File: config.mk
export PLATFORM = sky130hd
export DESIGN_NAME = sscr_regs
export DESIGN_NICKNAME = d
export VERILOG_FILES = /design/src/rtl/sscr_pkg.sv /design/src/rtl/sscr_regs.sv
export VERILOG_INCLUDE_DIRS = /design/src /design/src/rtl
export SDC_FILE = /design/constraint.sdc
export NUM_CORES = 1
export LEC_CHECK = 0
export ABC_AREA = 0
export BUFFER_PORTS_ARGS = -buffer_cell sky130_fd_sc_hd__buf_4
export CORE_ASPECT_RATIO = 1.5
export CORE_MARGIN = 2
export CORE_UTILIZATION = 56
export DETAILED_ROUTE_END_ITERATION = 7
export PLACE_DENSITY = 0.84
export SLEW_MARGIN = 30
export SYNTH_ARGS = -nofsm -noshare
export SYNTH_HDL_FRONTEND = slang
export SYNTH_SLANG_ARGS = --single-unit
File: constraint.sdc
create_clock -name clk -period 8.73 [get_ports clk]
set_input_delay 2.619 -clock clk [delete_from_list [all_inputs] [get_ports clk]]
set_output_delay 2.619 -clock clk [all_outputs]
set_load 0.005 [all_outputs]
File: src/rtl/sscr_defines.svh
// Offsets, field positions, reset values and counts of the synth and security registers
`ifndef SSCR_DEFINES_SVH
`define SSCR_DEFINES_SVH
`define SSCR_ADDR_SYNTH 6'h18
`define SSCR_ADDR_SEC 6'h19
`define SSCR_THR_MSB 15
`define SSCR_THR_LSB 14
`define SSCR_CAL_DONE_BIT 13
`define SSCR_CAL_RUN_BIT 12
`define SSCR_LEN_BIT 11
`define SSCR_LOCK_BIT 10
`define SSCR_CHANNEL_FREQUENCY_WORD_MSB 9
`define SSCR_THR_RST 2'h1
`define SSCR_CHANNEL_FREQUENCY_WORD_RST 10'h165
`define SSCR_SEC_RST 10'h3c4
`define SSCR_SEC_WMASK 16'h03ff
`define SSCR_FC_BASE 12'h800
`define SSCR_RX_LO_OFFSET 12'h002
`define SSCR_MAC_LEN_OVERHEAD 8'h02
`define SSCR_WIN_SHORT 3'h2
`define SSCR_WIN_LONG 3'h4
`define SSCR_LOCK_BASE 10'h040
`endif

File: src/rtl/sscr_pkg.sv
// Types of the synth and security configuration register block
`default_nettype none
package sscr_pkg;
  typedef enum logic [1:0] {
    SSCR_SEC_OFF = 2'h0,
    SSCR_SEC_CBC_MAC = 2'h1,
    SSCR_SEC_CTR = 2'h2,
    SSCR_SEC_CCM = 2'h3
  } sscr_mode_t;
  typedef struct packed {
    logic rx_buffer_guard_enable;
    logic mac_header_select;
    logic standalone_key_select;
    logic transmit_key_select;
    logic receive_key_select;
    logic [2:0] auth_field_size_code;
    sscr_mode_t inline_protection_mode;
  } sscr_sec_t;
  typedef struct packed {
    logic [11:0] carrier_mhz;
    logic [11:0] lo_mhz;
  } sscr_channel_frequency_word_t;
endpackage
`default_nettype wire

File: src/rtl/sscr_regs.sv
// Synthesizer control/status and security control register block
//
// Behaviour
// - Lock declared after 64/128/256/512 consecutive good windows; threshold resets to 128.
// - Calibration-done flag at bit 13, set on calibration end, cleared at synth power-on.
// - Calibration-running flag at bit 12 shows calibration in progress, resets 0.
// - Window pulse width field: 0 gives 2 prescaler periods, 1 gives 4.
// - Lock indicator at bit 10, read-only, resets to 0.
// - Carrier MHz is 2048 plus 10-bit word; word resets to 357.
// - LO equals carrier on transmit, carrier minus 2 MHz on receive.
// - Header select picks first MAC byte in CBC-MAC mode only: data byte or authenticated length.
// - Transmit length is packet length minus tx cleartext minus 2; rx uses rx count.
// - Three key selects: standalone bit 7, transmit 6, receive 5; resets 1,1,0.
// - Auth field size code (M-2)/2, codes 1..7 give 4..16 bytes, reset 1.
// - Two-bit security mode resets 0: off, CBC-MAC, CTR, CCM.
// - Transmit and receive cleartext counts are 7-bit fields.
`default_nettype none
`include "sscr_defines.svh"
module sscr_regs (
  input wire logic clk,
  input wire logic rst_n,
  input wire logic reg_wr,
  input wire logic reg_rd,
  input wire logic [5:0] reg_addr,
  input wire logic [15:0] reg_wdata,
  output logic [15:0] reg_rdata,
  input wire logic synth_on,
  input wire logic cal_busy,
  input wire logic ref_tick,
  input wire logic window_ok,
  input wire logic tx_mode,
  input wire logic [6:0] transmit_cleartext_count,
  input wire logic [6:0] receive_cleartext_count,
  input wire logic [7:0] packet_length,
  output logic [2:0] window_periods,
  output sscr_pkg::sscr_sec_t sec_cfg,
  output sscr_pkg::sscr_channel_frequency_word_t channel_frequency_word_out,
  output logic [7:0] mac_first_len,
  output logic mac_len_first,
  output logic [4:0] auth_bytes,
  output logic tx_key,
  output logic rx_key,
  output logic sa_key,
  output logic lock_flag
);
  logic rst_s1;
  logic rst_sync_n;
  logic [2:0] syn_on_sync;
  logic [1:0] cal_sync;
  logic [1:0] tick_sync;
  logic [1:0] ok_sync;
  logic tick_q;
  logic cal_run;
  logic cal_run_q;
  logic cal_done;
  logic lock_q;
  logic [9:0] lock_cnt;
  logic [1:0] lock_count_threshold;
  logic lock_length_sel;
  logic [9:0] channel_frequency_word;
  logic [9:0] sec_q;
  // Decoding and derived values
  wire wr_synth = reg_wr && (reg_addr == `SSCR_ADDR_SYNTH);
  wire wr_sec = reg_wr && (reg_addr == `SSCR_ADDR_SEC);
  wire syn_on = syn_on_sync[1];
  wire syn_rise = syn_on_sync[1] & ~syn_on_sync[2];
  wire tick_edge = tick_sync[1] & ~tick_q;
  wire [9:0] lock_target = `SSCR_LOCK_BASE << lock_count_threshold;
  wire cal_fall = cal_run_q & ~cal_run;
  wire [11:0] carrier = `SSCR_FC_BASE + {2'h0, channel_frequency_word};
  wire [11:0] lo = tx_mode ? carrier : carrier - `SSCR_RX_LO_OFFSET;
  wire [7:0] tx_auth_len = packet_length - {1'b0, transmit_cleartext_count}
    - `SSCR_MAC_LEN_OVERHEAD;
  wire [7:0] rx_auth_len = {1'b0, receive_cleartext_count};
  wire [7:0] next_mac_len = tx_mode ? tx_auth_len : rx_auth_len;
  wire [15:0] synth_view = {lock_count_threshold, cal_done, cal_run, lock_length_sel,
    lock_q, channel_frequency_word};
  wire [15:0] sec_view = {6'h00, sec_q};
  wire [15:0] next_rdata = (reg_addr == `SSCR_ADDR_SYNTH) ? synth_view :
    (reg_addr == `SSCR_ADDR_SEC) ? sec_view : 16'h0000;
  wire sec_cbc = sec_q[1:0] == sscr_pkg::SSCR_SEC_CBC_MAC;
  wire hdr_on = sec_q[8] && sec_cbc;
  wire [4:0] next_auth = {1'b0, sec_q[4:2], 1'b0} + 5'h02;

  // Reset release through two flops
  always_ff @(posedge clk or negedge rst_n) begin
    if (!rst_n) begin
      rst_s1 <= 1'b0;
      rst_sync_n <= 1'b0;
    end else begin
      rst_s1 <= 1'b1;
      rst_sync_n <= rst_s1;
    end
  end

  // Synchronisers for synthesizer power and calibration levels
  // Third power stage only feeds the rise detector, never the first flop
  always_ff @(posedge clk or negedge rst_sync_n) begin
    if (!rst_sync_n) begin
      syn_on_sync <= 3'h0;
      cal_sync <= 2'h0;
    end else begin
      syn_on_sync <= {syn_on_sync[1:0], synth_on};
      cal_sync <= {cal_sync[0], cal_busy};
    end
  end

  // Synchronisers for reference tick and window outcome
  // Both share the same depth so the outcome lines up with its tick edge
  always_ff @(posedge clk or negedge rst_sync_n) begin
    if (!rst_sync_n) begin
      tick_sync <= 2'h0;
      ok_sync <= 2'h0;
      tick_q <= 1'b0;
    end else begin
      tick_sync <= {tick_sync[0], ref_tick};
      ok_sync <= {ok_sync[0], window_ok};
      tick_q <= tick_sync[1];
    end
  end

  // Calibration status flags
  always_ff @(posedge clk or negedge rst_sync_n) begin
    if (!rst_sync_n) begin
      cal_run <= 1'b0;
      cal_run_q <= 1'b0;
      cal_done <= 1'b0;
    end else begin
      cal_run <= cal_sync[1];
      cal_run_q <= cal_run;
      if (cal_fall) begin
        cal_done <= 1'b1;
      end else if (syn_rise) begin
        cal_done <= 1'b0;
      end
    end
  end

  // Lock detector: consecutive good windows per reference period
  always_ff @(posedge clk or negedge rst_sync_n) begin
    if (!rst_sync_n) begin
      lock_cnt <= 10'h000;
      lock_q <= 1'b0;
    end else if (!syn_on) begin
      lock_cnt <= 10'h000;
      lock_q <= 1'b0;
    end else if (tick_edge) begin
      if (!ok_sync[1]) begin
        lock_cnt <= 10'h000;
        lock_q <= 1'b0;
      end else if (lock_cnt + 10'h001 >= lock_target) begin
        lock_cnt <= lock_target;
        lock_q <= 1'b1;
      end else begin
        lock_cnt <= lock_cnt + 10'h001;
      end
    end
  end

  // Writable synth fields; status bits ignore writes
  always_ff @(posedge clk or negedge rst_sync_n) begin
    if (!rst_sync_n) begin
      lock_count_threshold <= `SSCR_THR_RST;
      lock_length_sel <= 1'b0;
      channel_frequency_word <= `SSCR_CHANNEL_FREQUENCY_WORD_RST;
    end else if (wr_synth) begin
      lock_count_threshold <= reg_wdata[`SSCR_THR_MSB:`SSCR_THR_LSB];
      lock_length_sel <= reg_wdata[`SSCR_LEN_BIT];
      channel_frequency_word <= reg_wdata[`SSCR_CHANNEL_FREQUENCY_WORD_MSB:0];
    end
  end

  // Writable security fields; reserved upper bits are never stored
  always_ff @(posedge clk or negedge rst_sync_n) begin
    if (!rst_sync_n) begin
      sec_q <= `SSCR_SEC_RST;
    end else if (wr_sec) begin
      sec_q <= reg_wdata[9:0];
    end
  end

  // Read data: loaded on a read strobe, holds until the next one
  always_ff @(posedge clk or negedge rst_sync_n) begin
    if (!rst_sync_n) begin
      reg_rdata <= 16'h0000;
    end else if (reg_rd) begin
      reg_rdata <= next_rdata;
    end
  end

  // Window pulse width for the lock detector front end
  always_ff @(posedge clk or negedge rst_sync_n) begin
    if (!rst_sync_n) begin
      window_periods <= `SSCR_WIN_SHORT;
    end else begin
      window_periods <= lock_length_sel ? `SSCR_WIN_LONG : `SSCR_WIN_SHORT;
    end
  end

  // Security configuration copy for the crypto engine
  always_ff @(posedge clk or negedge rst_sync_n) begin
    if (!rst_sync_n) begin
      sec_cfg <= '0;
    end else begin
      sec_cfg <= sscr_pkg::sscr_sec_t'(sec_q);
    end
  end

  // Carrier and oscillator pair; oscillator tracks the current direction
  always_ff @(posedge clk or negedge rst_sync_n) begin
    if (!rst_sync_n) begin
      channel_frequency_word_out <= '0;
    end else begin
      channel_frequency_word_out <= {carrier, lo};
    end
  end

  // First MAC byte: length value and whether it leads the data
  // Length wraps modulo 256 when the tx cleartext count plus 2 exceeds the packet length
  always_ff @(posedge clk or negedge rst_sync_n) begin
    if (!rst_sync_n) begin
      mac_first_len <= 8'h00;
      mac_len_first <= 1'b0;
    end else begin
      mac_first_len <= next_mac_len;
      mac_len_first <= hdr_on;
    end
  end

  // Authentication field size; reserved code 0 still decodes to 2
  always_ff @(posedge clk or negedge rst_sync_n) begin
    if (!rst_sync_n) begin
      auth_bytes <= 5'h00;
    end else begin
      auth_bytes <= next_auth;
    end
  end

  // Key selects per operation
  always_ff @(posedge clk or negedge rst_sync_n) begin
    if (!rst_sync_n) begin
      sa_key <= 1'b0;
      tx_key <= 1'b0;
      rx_key <= 1'b0;
    end else begin
      sa_key <= sec_q[7];
      tx_key <= sec_q[6];
      rx_key <= sec_q[5];
    end
  end

  // Lock status copy on a pin
  always_ff @(posedge clk or negedge rst_sync_n) begin
    if (!rst_sync_n) begin
      lock_flag <= 1'b0;
    end else begin
      lock_flag <= lock_q;
    end
  end
endmodule
`default_nettype wire

Yosys cells after proc, flatten, opt, wreduce, memory -nomap -nowiden
Index checks and enable logic that the tools add are counted.

operators by class
  add/sub/neg operators = 6
  magnitude comparators = 1
  eq/ne operators = 5
  shift-type cells = 1
  multiplexer cells = 15
  bitwise operators = 6
  reduce and logical (&&, ||, !) cells = 5

operator list
  kind                                                    count
  2-to-1 mux 10 bit                                       5
  2-to-1 mux 16 bit                                       1
  adder 12 x 10 -> 12 bit (first input constant)          1
  == test 6 x 5 -> 1 bit (second input constant)          2
  2-to-1 mux 12 bit                                       1
  subtractor 12 x 2 -> 12 bit (second input constant)     1
  adder 10 x 1 -> 10 bit (second input constant)          1
  greater-or-equal comparator 10 bit                      1
  left shift 7 x 2 -> 10 bit (first input constant)       1
  2-to-1 mux 8 bit                                        1
  subtractor 8 x 2 -> 8 bit (second input constant)       1
  subtractor 8 x 7 -> 8 bit                               1
  2-to-1 mux 1 bit                                        6
  adder 4 x 2 -> 5 bit (second input constant)            1
  bitwise AND 1 bit                                       3
  logical AND 1 bit                                       3
  2-to-1 mux 3 bit                                        1
  inequality test 3 x 2 -> 1 bit (second input constant)  1
  NOT 1 bit                                               3
  == test 2 x 1 -> 1 bit (second input constant)          1
  inequality test 2 x 1 -> 1 bit (second input constant)  1
  AND reduction 2 bit                                     1
  nonzero test 2 bit                                      1

storage, ports and cells
  register bits = 117
  bits of input ports = 53
  output and inout port bits = 71
  logic and storage cells = 70

Logic depth before layout (Yosys ltp)
  depth in word-level cells = 6
  depth in mapped cells = 10
  depth with buffers taken out = 10

Least setup slack after synthesis
Ideal clock, no wire load.

  path type = input port to flip-flop
  from = input packet_length[1]
  to = register mac_first_len[7]
  library setup time = 0.137 ns
  arrival time = 4.169 ns
  required time = 8.593 ns
  path slack = 4.424 ns
  cell stages on the path = 10
  buffers on the path = 0
  cell sequence = inv_1 -> ha_1 -> inv_1 -> ha_1 -> inv_1 -> fa_1 -> nand2b_1 -> a21boi_0 -> o21a_1 -> o211ai_1

on the way
  word-level cells in the longest chain between the ends = 3

RTL lines
  what                                 line              source
  start: declaration                   sscr_regs.sv:34   input wire logic [7:0] packet_length,
  subtractor 8 x 7 -> 8 bit            sscr_regs.sv:72   wire [7:0] tx_auth_len = packet_length - {1'b0, transmit_cleartext_count}
  subtractor 8 x 2 -> 8 bit (no line)  n/a
  2-to-1 mux 8 bit                     sscr_regs.sv:75   wire [7:0] next_mac_len = tx_mode ? tx_auth_len : rx_auth_len;
  named net next_mac_len[7]            sscr_regs.sv:75
  end signal: assignment               sscr_regs.sv:225  mac_first_len <= next_mac_len;
  end: declaration                     sscr_regs.sv:38   output logic [7:0] mac_first_len,

The timed path passes the listed nets, and every way through them passes these cells.
A chain may end at the register's enable or synchronous reset.

Worst setup path after layout
  from = input reg_addr[5]
  to = register sec_q[0]

on the way
  word-level cells in the longest chain between the ends = 2

RTL lines
  what                              line              source
  start: declaration                sscr_regs.sv:24   input wire logic [5:0] reg_addr,
  == test 6 x 5 -> 1 bit (no line)  n/a
  logical AND 1 bit                 sscr_regs.sv:64   wire wr_sec = reg_wr && (reg_addr == `SSCR_ADDR_SEC);
  end signal: assignment            sscr_regs.sv:176  sec_q <= `SSCR_SEC_RST;
  end signal: assignment            sscr_regs.sv:178  sec_q <= reg_wdata[9:0];
  end: declaration                  sscr_regs.sv:61   logic [9:0] sec_q;

No other way between the ends.

==> parameters.txt <==
Parameter                              Value

Synthesis
  Post-synthesis area per instance    12.0 um2
  Most instantiated flip-flop cell in the synthesis netlist    dfrtp_1
  Flip-flop and latch count after synthesis    113
  Share of the synthesized area in the top cell type    0.539
  Number of synthesis warnings    0
  Largest cells by area after synthesis    dfrtp_1 (54%), dfstp_2 (6.7%), ha_1 (5.6%)
  Mapped Area    4690 um2
  Adder-Cell Fraction of Synth Area    0.0603
  Compound-Gate Fraction of Synth Area    0.0902
  Multiplexer share of the synthesized area    0.0574
  Sequential share of the synthesized area    0.607
  Number of flops mapped to enable cells by yosys    0
  Count of mapped cells out of synthesis    391
  Dominant combinational cell family by area after synthesis    simple AND/OR/NAND/NOR gates
  Leading area contributor after synthesis    dfrtp_1
  Async set or reset register ratio after synthesis    1.00
  Post-synthesis xor/xnor area fraction    0.0280
  Area share of and/or/nand/nor cells after synthesis    0.101
  Count of cell types in the netlist    48

Route
  Remaining routing DRC violations    0
  Post-route ant nets    0
  Final wirelength    11.0 mm
  DRT Pass-1 Iters    5
  Post-DR wirelength/cell    17.4 um
  Drt first-iter violations    234
  DR vias/cell    5.46
  Via count    3448

CTS
  CTS Buf Count    17
  Clock Sink Count    113
  Cts repair resizes    0
  Maximum number of buffers from clock root to sink    2
  Clock-pin slew on the worst setup and hold paths    0.06 ns
  Clock insertion delay at the later pin of the skew report    0.40 ns
  Buffer type at the clock tree root    clkbuf_16
  Number of buffers inserted by hold repair at cts    0
  TritonCTS clock tree    built
  Post-CTS setup buffers    0
  Number of H-tree levels    4

Power
  Static Leakage    0.00309 uW
  Max VDD drop    0.000172 V
  Pwr dens    243 nW/um2
  Total chip power    1510 uW

Floorplanning
  Initial standard-cell utilization of the core    0.582
  Die Outline Area    9130 um2
  Horizontal extent of the die    78.7 um
  Core Region    8060 um2
  Io pins    124
  Row cnt    40
  Die outline height    116 um

GRT
  Aggregate global-route resource usage    0.263
  M3 GR Usage    0.0974
  Busiest metal layer after global routing    met2
  Fraction of met1 tracks used by global routing    0.280
  Initial antenna violation count    0
  Largest net degree at the start of global routing    86
  Wire length of the first global-routing pass    17.9 mm
  Vias in the first global route    3763
  Global-route congestion overflow total    0
  Met2 track demand over resource in global routing    0.466

Final layout
  Antenna diode instance count    0
  Share of the core filled with cells in the final layout    0.774
  Most frequent standard cell in the layout excluding fill and tap cells    buf_4
  Fraction of final layout cells sized beyond drive strength 1    0.362
  Commonest non-fill, non-tap cells in the layout    buf_4 (118), dfrtp_1 (100), inv_1 (41), o21ai_0 (23), mux2_2 (23)
  Signed area change from the synthesized netlist to the final layout    33.1%
  Net total in the final layout    590

Placement
  Count of buffers inserted at the top-level ports    117
  Gpl congestion    0.815
  Pre-CTS setup slack    3.92 ns
  Half-perimeter wire length of the detailed placement result    7.41 mm

Setup path
  Category of the worst setup path capture point    flop
  Arrival time at the worst endpoint    4.74 ns
  Critical Setup Path Class    in2reg
  Worst R2R End    lock_q$_DFFE_PN0P_
  FF-to-FF setup slack    6.14 ns
  Maximum fanout count along the critical path    11
  Number of cells traversed by the worst register-to-register path    9
  Kind of start point of the critical path    input port
  CP Data Required Time    9.02 ns
  Reg-to-Reg Start    lock_cnt[0]$_DFFE_PN0P_

Worst hold path
  Classification of the worst-slack hold path    reg2async

Timing
  Worst Clk Skew    0.00763 ns
  Setup WS post-layout    4.28 ns
  Final setup vio count    0
  Final min period    4.45 ns
  Setup repair after global routing missed its margin    false
  Final hold slack    0.246 ns
  Actual slew at the worst max-slew pin    0.966 ns
  Relative slew slack    0.350
  Sum of negative setup slack    0 ns
  Endpoints failing hold    0
  Final worst-path cycle share    0.510
  F_max    0.225 GHz
  Total count of max-transition violations in the final report    0

Run
  Max cap viols    0

Status
  Run status    finished clean
synth_stat cells, types with 2 or more instances:
| cell | instances |
|---|---|
| a21oi_1 | 17 |
| a221o_1 | 2 |
| a22o_1 | 2 |
| a22oi_1 | 12 |
| and3_1 | 2 |
| buf_2 | 4 |
| buf_4 | 7 |
| clkbuf_1 | 5 |
| conb_1 | 2 |
| dfrtp_1 | 101 |
| dfstp_2 | 12 |
| ha_1 | 21 |
| inv_1 | 41 |
| mux2_2 | 23 |
| nand2_1 | 18 |
| nand2b_1 | 4 |
| nand3_1 | 13 |
| nand4_1 | 2 |
| nor2_1 | 19 |
| nor3_1 | 8 |
| nor3b_1 | 3 |
| nor4_1 | 2 |
| o211ai_1 | 4 |
| o21ai_0 | 23 |
| or2_2 | 2 |
| or3_1 | 5 |
| or3_4 | 2 |
| or4_1 | 2 |
| xnor2_1 | 7 |
| xor2_1 | 8 |
where the power goes:
group          leakage (uW)  total [uW]  internal, uW  switching [uW]
Sequential          0.00141         627           586            40.9
Clock              0.000290         702           473             228
Combinational       0.00139         184           101            83.4
Total               0.00309        1510          1160             353
registers in the layout, summed over array words and instances, names as in the netlist, 3 cells and up:
name	count
auth_bytes	4
channel_frequency_word	10
channel_frequency_word_out	22
lock_cnt	10
mac_first_len	8
reg_rdata	16
sec_cfg	7
sec_q	10
syn_on_sync	3
cells by family (layout without fill, tap and decap cells):
logic type	Yosys count	after routing
other cells	2	5
xor+xnor	15	15
flops	113	113
simple gates	89	89
compound gates	68	68
fa+ha+maj	22	22
mux	24	24
buf+inv	58	191
per-stage QoR:
stage               std cells  cell area, um2
global route              632            6240
finish                    632            6240
floorplan                 394            4700
CTS                       632            6230
global placement          601            5630
detailed placement        601            5630
layer usage:
layer  vias up  routed length (um)
li1       1581                   -
met1      1684                3980
met2       161                6010
met3        22                 768
met4         0                 222
met5         -                   0
area by class of cell:
cell class                 instances  area (um2)
fill                             492        1820
multi-input combinational        223        1610
clock buffer                      20         437
timing repair buffer             119         897
inverter                          41         154
sequential                       113        2850
clock inverter                    11         164
tap                              105         131
worst max path at each step:
stage	from	to	slack [ns]	depth (start not counted)
2_1_floorplan	packet_length[1]	mac_first_len[7]$_DFF_PN0_	4.42	10
3_3_place_gp	reg_addr[5]	sec_q[5]$_DFFE_PN0P_	3.90	5
3_5_place_dp	reg_addr[5]	sec_q[0]$_DFFE_PN0P_	3.92	5
4_1_cts	reg_addr[5]	sec_q[0]$_DFFE_PN0P_	4.32	5
5_1_grt	reg_addr[5]	sec_q[0]$_DFFE_PN0P_	4.19	5
6_report	reg_addr[5]	sec_q[0]$_DFFE_PN0P_	4.28	5
worst max-delay path, cell delays in order:
cell	delay, ns
buf_4	0.10
nand4bb_1	0.25
nor3b_2	0.76
nand2_1	0.56
mux2_2	0.44
Power figures use the tool's default switching activity.
